## config.mk

```make
export PLATFORM = sky130hd
export DESIGN_NAME = lcd_panel_timing_config
export DESIGN_NICKNAME = d
export VERILOG_FILES = /design/src/logic/lcd_panel_timing_config.v
export VERILOG_INCLUDE_DIRS = /design/src /design/src/logic
export SDC_FILE = /design/constraint.sdc
export NUM_CORES = 1
export LEC_CHECK = 0
export ABC_AREA = 1
export BUFFER_PORTS_ARGS = -buffer_cell sky130_fd_sc_hd__buf_2
export CORE_ASPECT_RATIO = 2
export CORE_MARGIN = 5
export CORE_UTILIZATION = 42
export DETAILED_ROUTE_END_ITERATION = 6
export PLACE_DENSITY_LB_ADDON = 0.05
export SYNTH_ARGS = -nofsm -noshare
export SYNTH_HDL_FRONTEND = slang
export SYNTH_SLANG_ARGS = --single-unit
```

## constraint.sdc

```tcl
create_clock -name clk -period 4.77 [get_ports clk]
set_input_delay 0.2385 -clock clk [delete_from_list [all_inputs] [get_ports clk]]
set_output_delay 0.2385 -clock clk [all_outputs]
set_load 0.01 [all_outputs]
```

## src/logic/lcd_panel_timing_regs.vh

```
// register indexes, field positions and reset values of the panel timing block
`ifndef LCD_PANEL_TIMING_REGS_VH
`define LCD_PANEL_TIMING_REGS_VH
// ==================================================
// indexes on the indexed port
`define IDX_SHADOW_HTOTAL 8'h00
`define IDX_SHADOW_HBSTART 8'h02
`define IDX_PANEL_SIZE_FMT 8'h09
`define IDX_EXTRA_SHADE 8'h0B
`define IDX_POS525_LOW 8'h0C
`define IDX_POSSIX_LOW 8'h0D
`define IDX_POS_OVERFLOW 8'h0E
`define IDX_EXT_FIRST 8'h09
`define IDX_EXT_LAST 8'h0E
// ==================================================
// field positions
`define SIZE_MSB 3
`define SIZE_LSB 2
`define FMT_MSB 1
`define FMT_LSB 0
`define SHADE79_BIT 4
`define SHADE511_BIT 3
`define EXTRA_MSB 2
`define EXTRA_LSB 0
`define OVF_SIX_MSB 3
`define OVF_SIX_LSB 2
`define OVF_525_MSB 1
`define OVF_525_LSB 0
// ==================================================
// codes
`define SIZE_640 2'h0
`define SIZE_800 2'h1
`define FMT_9 2'h0
`define FMT_12 2'h1
`define FMT_18 2'h2
`define FMT_24 2'h3
`define LINES_350 2'h2
`define LINES_SIX 2'h3
`define BANK_A 2'h2
`define EXTRA_MAX 3'h5
`define EXTRA_GAP 4'h2
// ==================================================
// reset values
`define RST_PANEL_SIZE_FMT 4'h0
`define RST_EXTRA_SHADE 5'h00
`define RST_POS_LOW 8'h00
`define RST_POS_OVERFLOW 4'h0
`define RST_SHADOW 8'h00
`endif

```

## src/logic/lcd_panel_timing_config.v

```verilog
// panel size, data format, shade, extra line clock, frame start and shadow timing
`include "lcd_panel_timing_regs.vh"

module lcd_panel_timing_config
(
   input wire clk,
   input wire reset,
   input wire ce,
   input wire [7:0] io_index,
   input wire [7:0] io_wdata,
   input wire io_wr,
   input wire io_rd,
   output reg [7:0] io_rdata,
   output reg io_rd_ack,
   input wire panel_ext_unlock_ctrl,
   input wire [1:0] shadow_bank_select,
   input wire seq_clocking_mode,
   input wire [1:0] misc_line_count,
   input wire vert_expand_en,
   input wire auto_center_en,
   input wire panel_525_line,
   input wire [9:0] other_lfs_pos,
   input wire [7:0] crt_horiz_total,
   input wire [7:0] crt_horiz_blank_start,
   output reg [7:0] horiz_total_out,
   output reg [7:0] horiz_blank_start_out,
   input wire crt_frame_start,
   input wire line_strobe,
   output reg line_frame_start,
   input wire [23:0] pixel_in,
   output reg [23:0] pixel_out,
   input wire [3:0] shade_in,
   output reg [3:0] shade_out,
   input wire row_clock_in,
   input wire half_boundary,
   output reg panel_row_clock,
   output reg [1:0] panel_size_code,
   output reg panel_size_valid
);

   // ==================================================
   // register storage
   reg [3:0] size_fmt_r;
   reg [4:0] extra_shade_r;
   reg [7:0] pos525_low_r;
   reg [7:0] possix_low_r;
   reg [3:0] pos_ovf_r;
   reg [7:0] shadow_htotal_r;
   reg [7:0] shadow_hbstart_r;
   reg [9:0] line_cnt_r;
   reg [2:0] extra_left_r;
   reg [3:0] gap_cnt_r;

   wire ext_open;
   wire bank_open;
   wire wr_ok;
   wire rd_ok;
   wire [1:0] size_code;
   wire [1:0] fmt_code;
   wire [2:0] extra_req;
   wire [9:0] pos525;
   wire [9:0] possix;
   wire use525;
   wire usesix;
   wire [9:0] lfs_pos;
   wire shadow_drive;
   wire row_slot_free;
   reg [7:0] rd_nxt;
   reg [3:0] shade_nxt;

   // extension registers sit behind the unlock bit
   function is_ext;
      input [7:0] idx;
      begin
         is_ext = (idx >= `IDX_EXT_FIRST) && (idx <= `IDX_EXT_LAST);
      end
   endfunction

   // the shadow bank answers on two indexes of its own
   function is_bank;
      input [7:0] idx;
      begin
         is_bank = (idx == `IDX_SHADOW_HTOTAL) || (idx == `IDX_SHADOW_HBSTART);
      end
   endfunction

   // keep the top bits of one colour, zero the rest
   function [7:0] cut_colour;
      input [7:0] c;
      input [1:0] fmt;
      begin
         case (fmt)
            `FMT_9: cut_colour = {c[7:5], 5'h00};
            `FMT_12: cut_colour = {c[7:4], 4'h0};
            `FMT_18: cut_colour = {c[7:2], 2'h0};
            default: cut_colour = c;
         endcase
      end
   endfunction

   assign ext_open = is_ext(io_index) && panel_ext_unlock_ctrl;
   assign bank_open = is_bank(io_index) && (shadow_bank_select == `BANK_A);
   assign wr_ok = io_wr && (ext_open || bank_open);
   assign rd_ok = ext_open || bank_open;

   assign size_code = size_fmt_r[`SIZE_MSB:`SIZE_LSB];
   assign fmt_code = size_fmt_r[`FMT_MSB:`FMT_LSB];
   // codes 6 and 7 are not defined; they are held to the five-clock maximum
   assign extra_req = (extra_shade_r[`EXTRA_MSB:`EXTRA_LSB] > `EXTRA_MAX) ?
      `EXTRA_MAX : extra_shade_r[`EXTRA_MSB:`EXTRA_LSB];

   assign pos525 = {pos_ovf_r[`OVF_525_MSB:`OVF_525_LSB], pos525_low_r};
   assign possix = {pos_ovf_r[`OVF_SIX_MSB:`OVF_SIX_LSB], possix_low_r};
   assign use525 = (misc_line_count == `LINES_350) && vert_expand_en &&
      panel_525_line;
   assign usesix = (size_code == `SIZE_800) && (misc_line_count == `LINES_SIX) &&
      !vert_expand_en && auto_center_en;
   // the 525 position wins over the sixth, the sixth over the outside value
   assign lfs_pos = use525 ? pos525 : (usesix ? possix : other_lfs_pos);

   // reserved panel sizes leave crt timing untouched
   assign shadow_drive = !seq_clocking_mode &&
      ((size_code == `SIZE_640) || (size_code == `SIZE_800));

   // an extra row clock needs an idle input and an idle output, or it
   // would merge with a real row clock into one long pulse that the panel counts once
   assign row_slot_free = !row_clock_in && !panel_row_clock;

   // ==================================================
   // read mux
   always @*
   begin
      // locked, unselected and reserved bits all read back as zero
      rd_nxt = 8'h00;
      if (rd_ok)
      begin
         case (io_index)
            `IDX_PANEL_SIZE_FMT: rd_nxt = {4'h0, size_fmt_r};
            `IDX_EXTRA_SHADE: rd_nxt = {3'h0, extra_shade_r};
            `IDX_POS525_LOW: rd_nxt = pos525_low_r;
            `IDX_POSSIX_LOW: rd_nxt = possix_low_r;
            `IDX_POS_OVERFLOW: rd_nxt = {4'h0, pos_ovf_r};
            `IDX_SHADOW_HTOTAL: rd_nxt = shadow_htotal_r;
            `IDX_SHADOW_HBSTART: rd_nxt = shadow_hbstart_r;
            default: rd_nxt = 8'h00;
         endcase
      end
   end

   // ==================================================
   // shade conversion
   always @*
   begin
      // all four tests look at the input, so one conversion never feeds another
      shade_nxt = shade_in;
      if (extra_shade_r[`SHADE79_BIT] && (shade_in == 4'h7))
         shade_nxt = 4'h6;
      if (extra_shade_r[`SHADE79_BIT] && (shade_in == 4'h9))
         shade_nxt = 4'h8;
      if (extra_shade_r[`SHADE511_BIT] && (shade_in == 4'h5))
         shade_nxt = 4'h4;
      if (extra_shade_r[`SHADE511_BIT] && (shade_in == 4'hB))
         shade_nxt = 4'hA;
   end

   // ==================================================
   // register writes and reads
   always @(posedge clk)
   begin
      if (reset)
      begin
         size_fmt_r <= `RST_PANEL_SIZE_FMT;
         extra_shade_r <= `RST_EXTRA_SHADE;
         pos525_low_r <= `RST_POS_LOW;
         possix_low_r <= `RST_POS_LOW;
         pos_ovf_r <= `RST_POS_OVERFLOW;
         shadow_htotal_r <= `RST_SHADOW;
         shadow_hbstart_r <= `RST_SHADOW;
         io_rdata <= 8'h00;
         io_rd_ack <= 1'b0;
      end
      else if (ce)
      begin
         io_rd_ack <= io_rd;
         if (io_rd)
            io_rdata <= rd_nxt;
         // a write to a locked or unselected index is dropped without trace
         if (wr_ok)
         begin
            case (io_index)
               `IDX_PANEL_SIZE_FMT: size_fmt_r <= io_wdata[3:0];
               `IDX_EXTRA_SHADE: extra_shade_r <= io_wdata[4:0];
               `IDX_POS525_LOW: pos525_low_r <= io_wdata;
               `IDX_POSSIX_LOW: possix_low_r <= io_wdata;
               `IDX_POS_OVERFLOW: pos_ovf_r <= io_wdata[3:0];
               `IDX_SHADOW_HTOTAL: shadow_htotal_r <= io_wdata;
               `IDX_SHADOW_HBSTART: shadow_hbstart_r <= io_wdata;
               default: pos_ovf_r <= pos_ovf_r;
            endcase
         end
      end
   end

   // ==================================================
   // scanline count and frame start
   always @(posedge clk)
   begin
      if (reset)
      begin
         line_cnt_r <= 10'h000;
         line_frame_start <= 1'b0;
      end
      else if (ce)
      begin
         // the count wraps after 1023, beyond any ten-bit position
         if (crt_frame_start)
            line_cnt_r <= 10'h000;
         else if (line_strobe)
            line_cnt_r <= line_cnt_r + 10'h001;
         // one pulse per frame, on the line whose count matches
         line_frame_start <= line_strobe && !crt_frame_start &&
            (line_cnt_r == lfs_pos);
      end
   end

   // ==================================================
   // row clock with extra clocks between the panel halves
   always @(posedge clk)
   begin
      if (reset)
      begin
         extra_left_r <= 3'h0;
         gap_cnt_r <= 4'h0;
         panel_row_clock <= 1'b0;
      end
      else if (ce)
      begin
         panel_row_clock <= row_clock_in;
         if (half_boundary)
         begin
            extra_left_r <= extra_req;
            gap_cnt_r <= `EXTRA_GAP;
         end
         else if (extra_left_r != 3'h0)
         begin
            // a real row clock takes the slot; the extra one waits until it is over
            // limitation: a real clock arriving just after an extra one still joins it
            if (gap_cnt_r != 4'h0)
               gap_cnt_r <= gap_cnt_r - 4'h1;
            else if (row_slot_free)
            begin
               panel_row_clock <= 1'b1;
               extra_left_r <= extra_left_r - 3'h1;
               gap_cnt_r <= `EXTRA_GAP;
            end
         end
      end
   end

   // ==================================================
   // pixel, shade and timing outputs
   always @(posedge clk)
   begin
      if (reset)
      begin
         pixel_out <= 24'h00_0000;
         shade_out <= 4'h0;
         horiz_total_out <= 8'h00;
         horiz_blank_start_out <= 8'h00;
         // the 640x480 code is a valid size, so valid comes out of reset high
         panel_size_code <= `SIZE_640;
         panel_size_valid <= 1'b1;
      end
      else if (ce)
      begin
         pixel_out <= {cut_colour(pixel_in[23:16], fmt_code),
            cut_colour(pixel_in[15:8], fmt_code),
            cut_colour(pixel_in[7:0], fmt_code)};
         shade_out <= shade_nxt;
         horiz_total_out <= shadow_drive ? shadow_htotal_r : crt_horiz_total;
         horiz_blank_start_out <= shadow_drive ? shadow_hbstart_r :
            crt_horiz_blank_start;
         panel_size_code <= size_code;
         panel_size_valid <= (size_code == `SIZE_640) || (size_code == `SIZE_800);
      end
   end

endmodule

```

==> key figures <==
Worst setup path
  – Critical Path AT: 2.66 ns
  – WS Path Type: register to register
  – Crit end category: register
  – CP Max Fanout: 14
  – CP startpoint kind: register
  – Reg2Reg Depth: 12
  – Critical Path RT: 5.11 ns

Route
  – # DRC: 0
  – Drt pass-1 iters: 5
  – WL final: 18.1 mm
  – Vias/cell: 5.34
  – Wire per inst: 16.5 µm
  – Via count: 5,859
  – 1st-iter DRT viols: 323
  – Post-route ant nets: 0

Timing
  – Post-route worst setup slack: 2.45 ns
  – Min Tclk post-route: 2.32 ns
  – RSZ-0062 raised after global routing: no
  – Endpoints failing hold: 0
  – Worst slew pin tran: 0.988 ns
  – Achievable Freq: 431 MHz
  – Clk_skew: 0.0116 ns
  – Sum Neg Setup Slack: 0 ns
  – Final period utilization: 48.6%
  – Worst hold margin: 0.0461 ns
  – Slew headroom: 33.6%
  – Setup violations, final: 0
  – Final count of pins violating max slew: 0

Final layout
  – Area growth from synthesis to layout: 23.3%
  – Nets: 1,021
  – Fin area: 7080 µm²
  – Share of post-route cells with drive strength above 1: 22.0%

CTS
  – CTS root buf: clkbuf_16
  – Post-CTS setup buffer count: 0
  – CTS buffer count: 17
  – CTS tree: yes
  – H-tree Lvls: 4
  – Clk_lat worst skew: 0.41 ns
  – Reg clk slew, reported paths: 0.06 ns
  – Post-cts resize count: 0
  – Clock sink total: 120
  – Clk buf depth: 2
  – Post-CTS Hold Buffers: 0

Job
  – Max-Cap Viols: 0

Placed design
  – HPWL Detailed: 13.8 mm
  – Placed Area: 6490 µm²
  – Port bufs: 145
  – GPL Wtd Cong: 0.973
  – DP Worst Slack: 2.39 ns

Power and ir drop
  – Clock share of power: 49.5%
  – Worst ir drop on vdd: 275 µV
  – Gate power share: 9.9%
  – Sw Share: 26.1%
  – Internal Power: 0.00191 W
  – Leak: 3.16 nW
  – Total power draw: 0.00259 W
  – Sw power: 0.000676 W
  – Flop pwr share: 40.6%
  – Power density cells: 365 nW/µm²

Synthesis
  – EDFF count, synth: 0
  – Post-synth ARST share: 0%
  – Sequential share of the synthesized area: 41.8%
  – Xor/xnor share of the synthesized area: 0.305%
  – Post-synthesis mux area share: 0%
  – Main synth FF type: dfxtp_1
  – Synthesized area per cell: 7.20 µm²
  – Compound-Gate Fraction of Synth Area: 23.6%
  – Syn nets: 891
  – Adder-cell share of the synthesized area: 1.09%
  – Cells after Synth: 798
  – Post-synth cell types: 42
  – Netlist Area Pre-Place: 5740 µm²
  – #FFs+latches synth: 120
  – Largest family of logic cells by synthesized area: compound AO/OA/AOI/OAI gates
  – Synth Area in Simple Gates: 22.6%
  – Synth warn: 0

Die
  – Initial core utilization: 42.7%
  – Die Wd: 92.7 µm
  – CORE AREA: 13,400 µm²
  – Chip Height: 175 µm
  – I/O Pins: 146
  – Die ar.: 16,300 µm²
  – Rows: 60

GRT
  – Vias in the first global route: 5,784
  – Largest net degree at the start of global routing: 60
  – GR Overflow Total: 0
  – First-pass GRT wire length: 28.9 mm
  – Antenna violations before repair: 2
  – Gr usage total: 22.8%

Worst hold path
  – Hold path depth: 3
  – HP Class: primary input to register

Run status
  – Status: complete, no violations
## layer usage
metal	vias up	GRT usage (%)	share of wire, %	routed length (µm)
met2	185	42.3	54	9730
met1	2699	22.8	36	6610
met5	-	0	0.11	20
met3	49	5.32	4.7	851
met4	2	12.5	5.1	933
li1	2924	-	-	-
## flip-flops by register name, indices dropped and copies added (netlist names), 4 cells and up
register / count
size_fmt_r: 4
pos525_low_r: 8
horiz_total_out: 8
shadow_htotal_r: 8
shadow_hbstart_r: 8
horiz_blank_start_out: 8
io_rdata: 8
shade_out: 4
line_cnt_r: 10
possix_low_r: 8
pixel_out: 24
pos_ovf_r: 4
gap_cnt_r: 4
extra_shade_r: 5
## power groups by stage
stage | clock network (W) | registers, W | logic [W]
6_report | 0.00128 | 0.00105 | 0.000256
4_1_cts | 0.00130 | 0.00105 | 0.000258
3_3_place_gp | 0 | 0.00107 | 0.000252
5_1_grt | 0.00136 | 0.00105 | 0.000291
3_5_place_dp | 0 | 0.00107 | 0.000256
2_1_floorplan | 0 | 0.00108 | 0.000145
## path summary, 6_finish.rpt
path         slack, ns               end             start
max               2.45  line_frame_start     size_fmt_r[2]
max reg2reg       2.45  line_frame_start     size_fmt_r[2]
min reg2reg       0.45  panel_size_valid  panel_size_valid
min               0.05      pixel_out[5]       pixel_in[5]
## Yosys cell counts, types with 3 or more instances
library cell | count | area (µm²)
nand2_1 | 129 | 484
dfxtp_1 | 120 | 2400
inv_1 | 109 | 409
a21oi_1 | 108 | 541
o21ai_0 | 91 | 455
nand3_1 | 56 | 280
nor2_1 | 55 | 206
clkbuf_1 | 23 | 86.3
o211ai_1 | 20 | 150
nor3_1 | 16 | 80.1
o22ai_1 | 7 | 43.8
a211oi_2 | 5 | 62.6
buf_2 | 5 | 25.0
ha_1 | 5 | 62.6
buf_6 | 4 | 45.0
nand3_4 | 4 | 70.1
o21ai_1 | 4 | 20.0
buf_1 | 3 | 11.3
nand2_4 | 3 | 33.8
nor4_1 | 3 | 18.8
## cells in the final DEF, fill, tap and decap left out, types with 2 or more instances in the layout
cell	count
o211ai_1	20
nor2_2	2
o21ai_1	4
a21oi_1	108
bufinv_16	2
clkinvlp_4	2
nand2_1	129
nor4_1	3
nand4_1	2
or2_2	2
o21a_1	2
o21ai_2	2
o22ai_1	7
buf_4	2
clkinv_4	2
nor3_1	16
nor2_1	55
clkbuf_16	17
inv_2	3
clkinv_2	2
buf_2	145
nand3_4	4
nand2_4	3
inv_1	108
inv_6	6
ha_1	5
o21ai_0	91
dfxtp_1	120
a211oi_2	5
nand3_1	56
## cell families after synthesis
| logic type | after synthesis |
|---|---|
| adders and majority gates | 5 |
| xor gates and xnor gates | 2 |
| DFF | 120 |
| and+or+nand+nor | 279 |
| buffers and inverters | 148 |
| AOI/OAI and AO/OA | 244 |
## worst max-delay path, stage by stage (launching register included)
cell	delay, ns
dfxtp_1	0.33
inv_1	0.08
nor2_2	0.40
nand3_1	0.47
nand2_1	0.18
nand3_1	0.14
nand3_1	0.11
nand2_1	0.08
nor2_1	0.11
nand2_1	0.06
nor2_1	0.10
nand2_1	0.07
a21oi_1	0.11
## metrics by stage
step,utilization (%),std cells
finish,52.7,1097
global route,52.7,1097
CTS,52.7,1096
detailed placement,48.3,1064
global placement,48.3,1064
floorplan,-,798
## cell type report
type | count | area, µm²
Antenna cell | 1 | 2.50
Clock buffer | 18 | 429
Clock inverter | 14 | 161
Fill cell | 1309 | 6360
Inverter | 112 | 422
Multi-Input combinational cell | 530 | 2730
Sequential cell | 120 | 2400
Tap cell | 155 | 194
Timing Repair Buffer | 147 | 741
No activity file was read; power rests on OpenSTA's default activity.
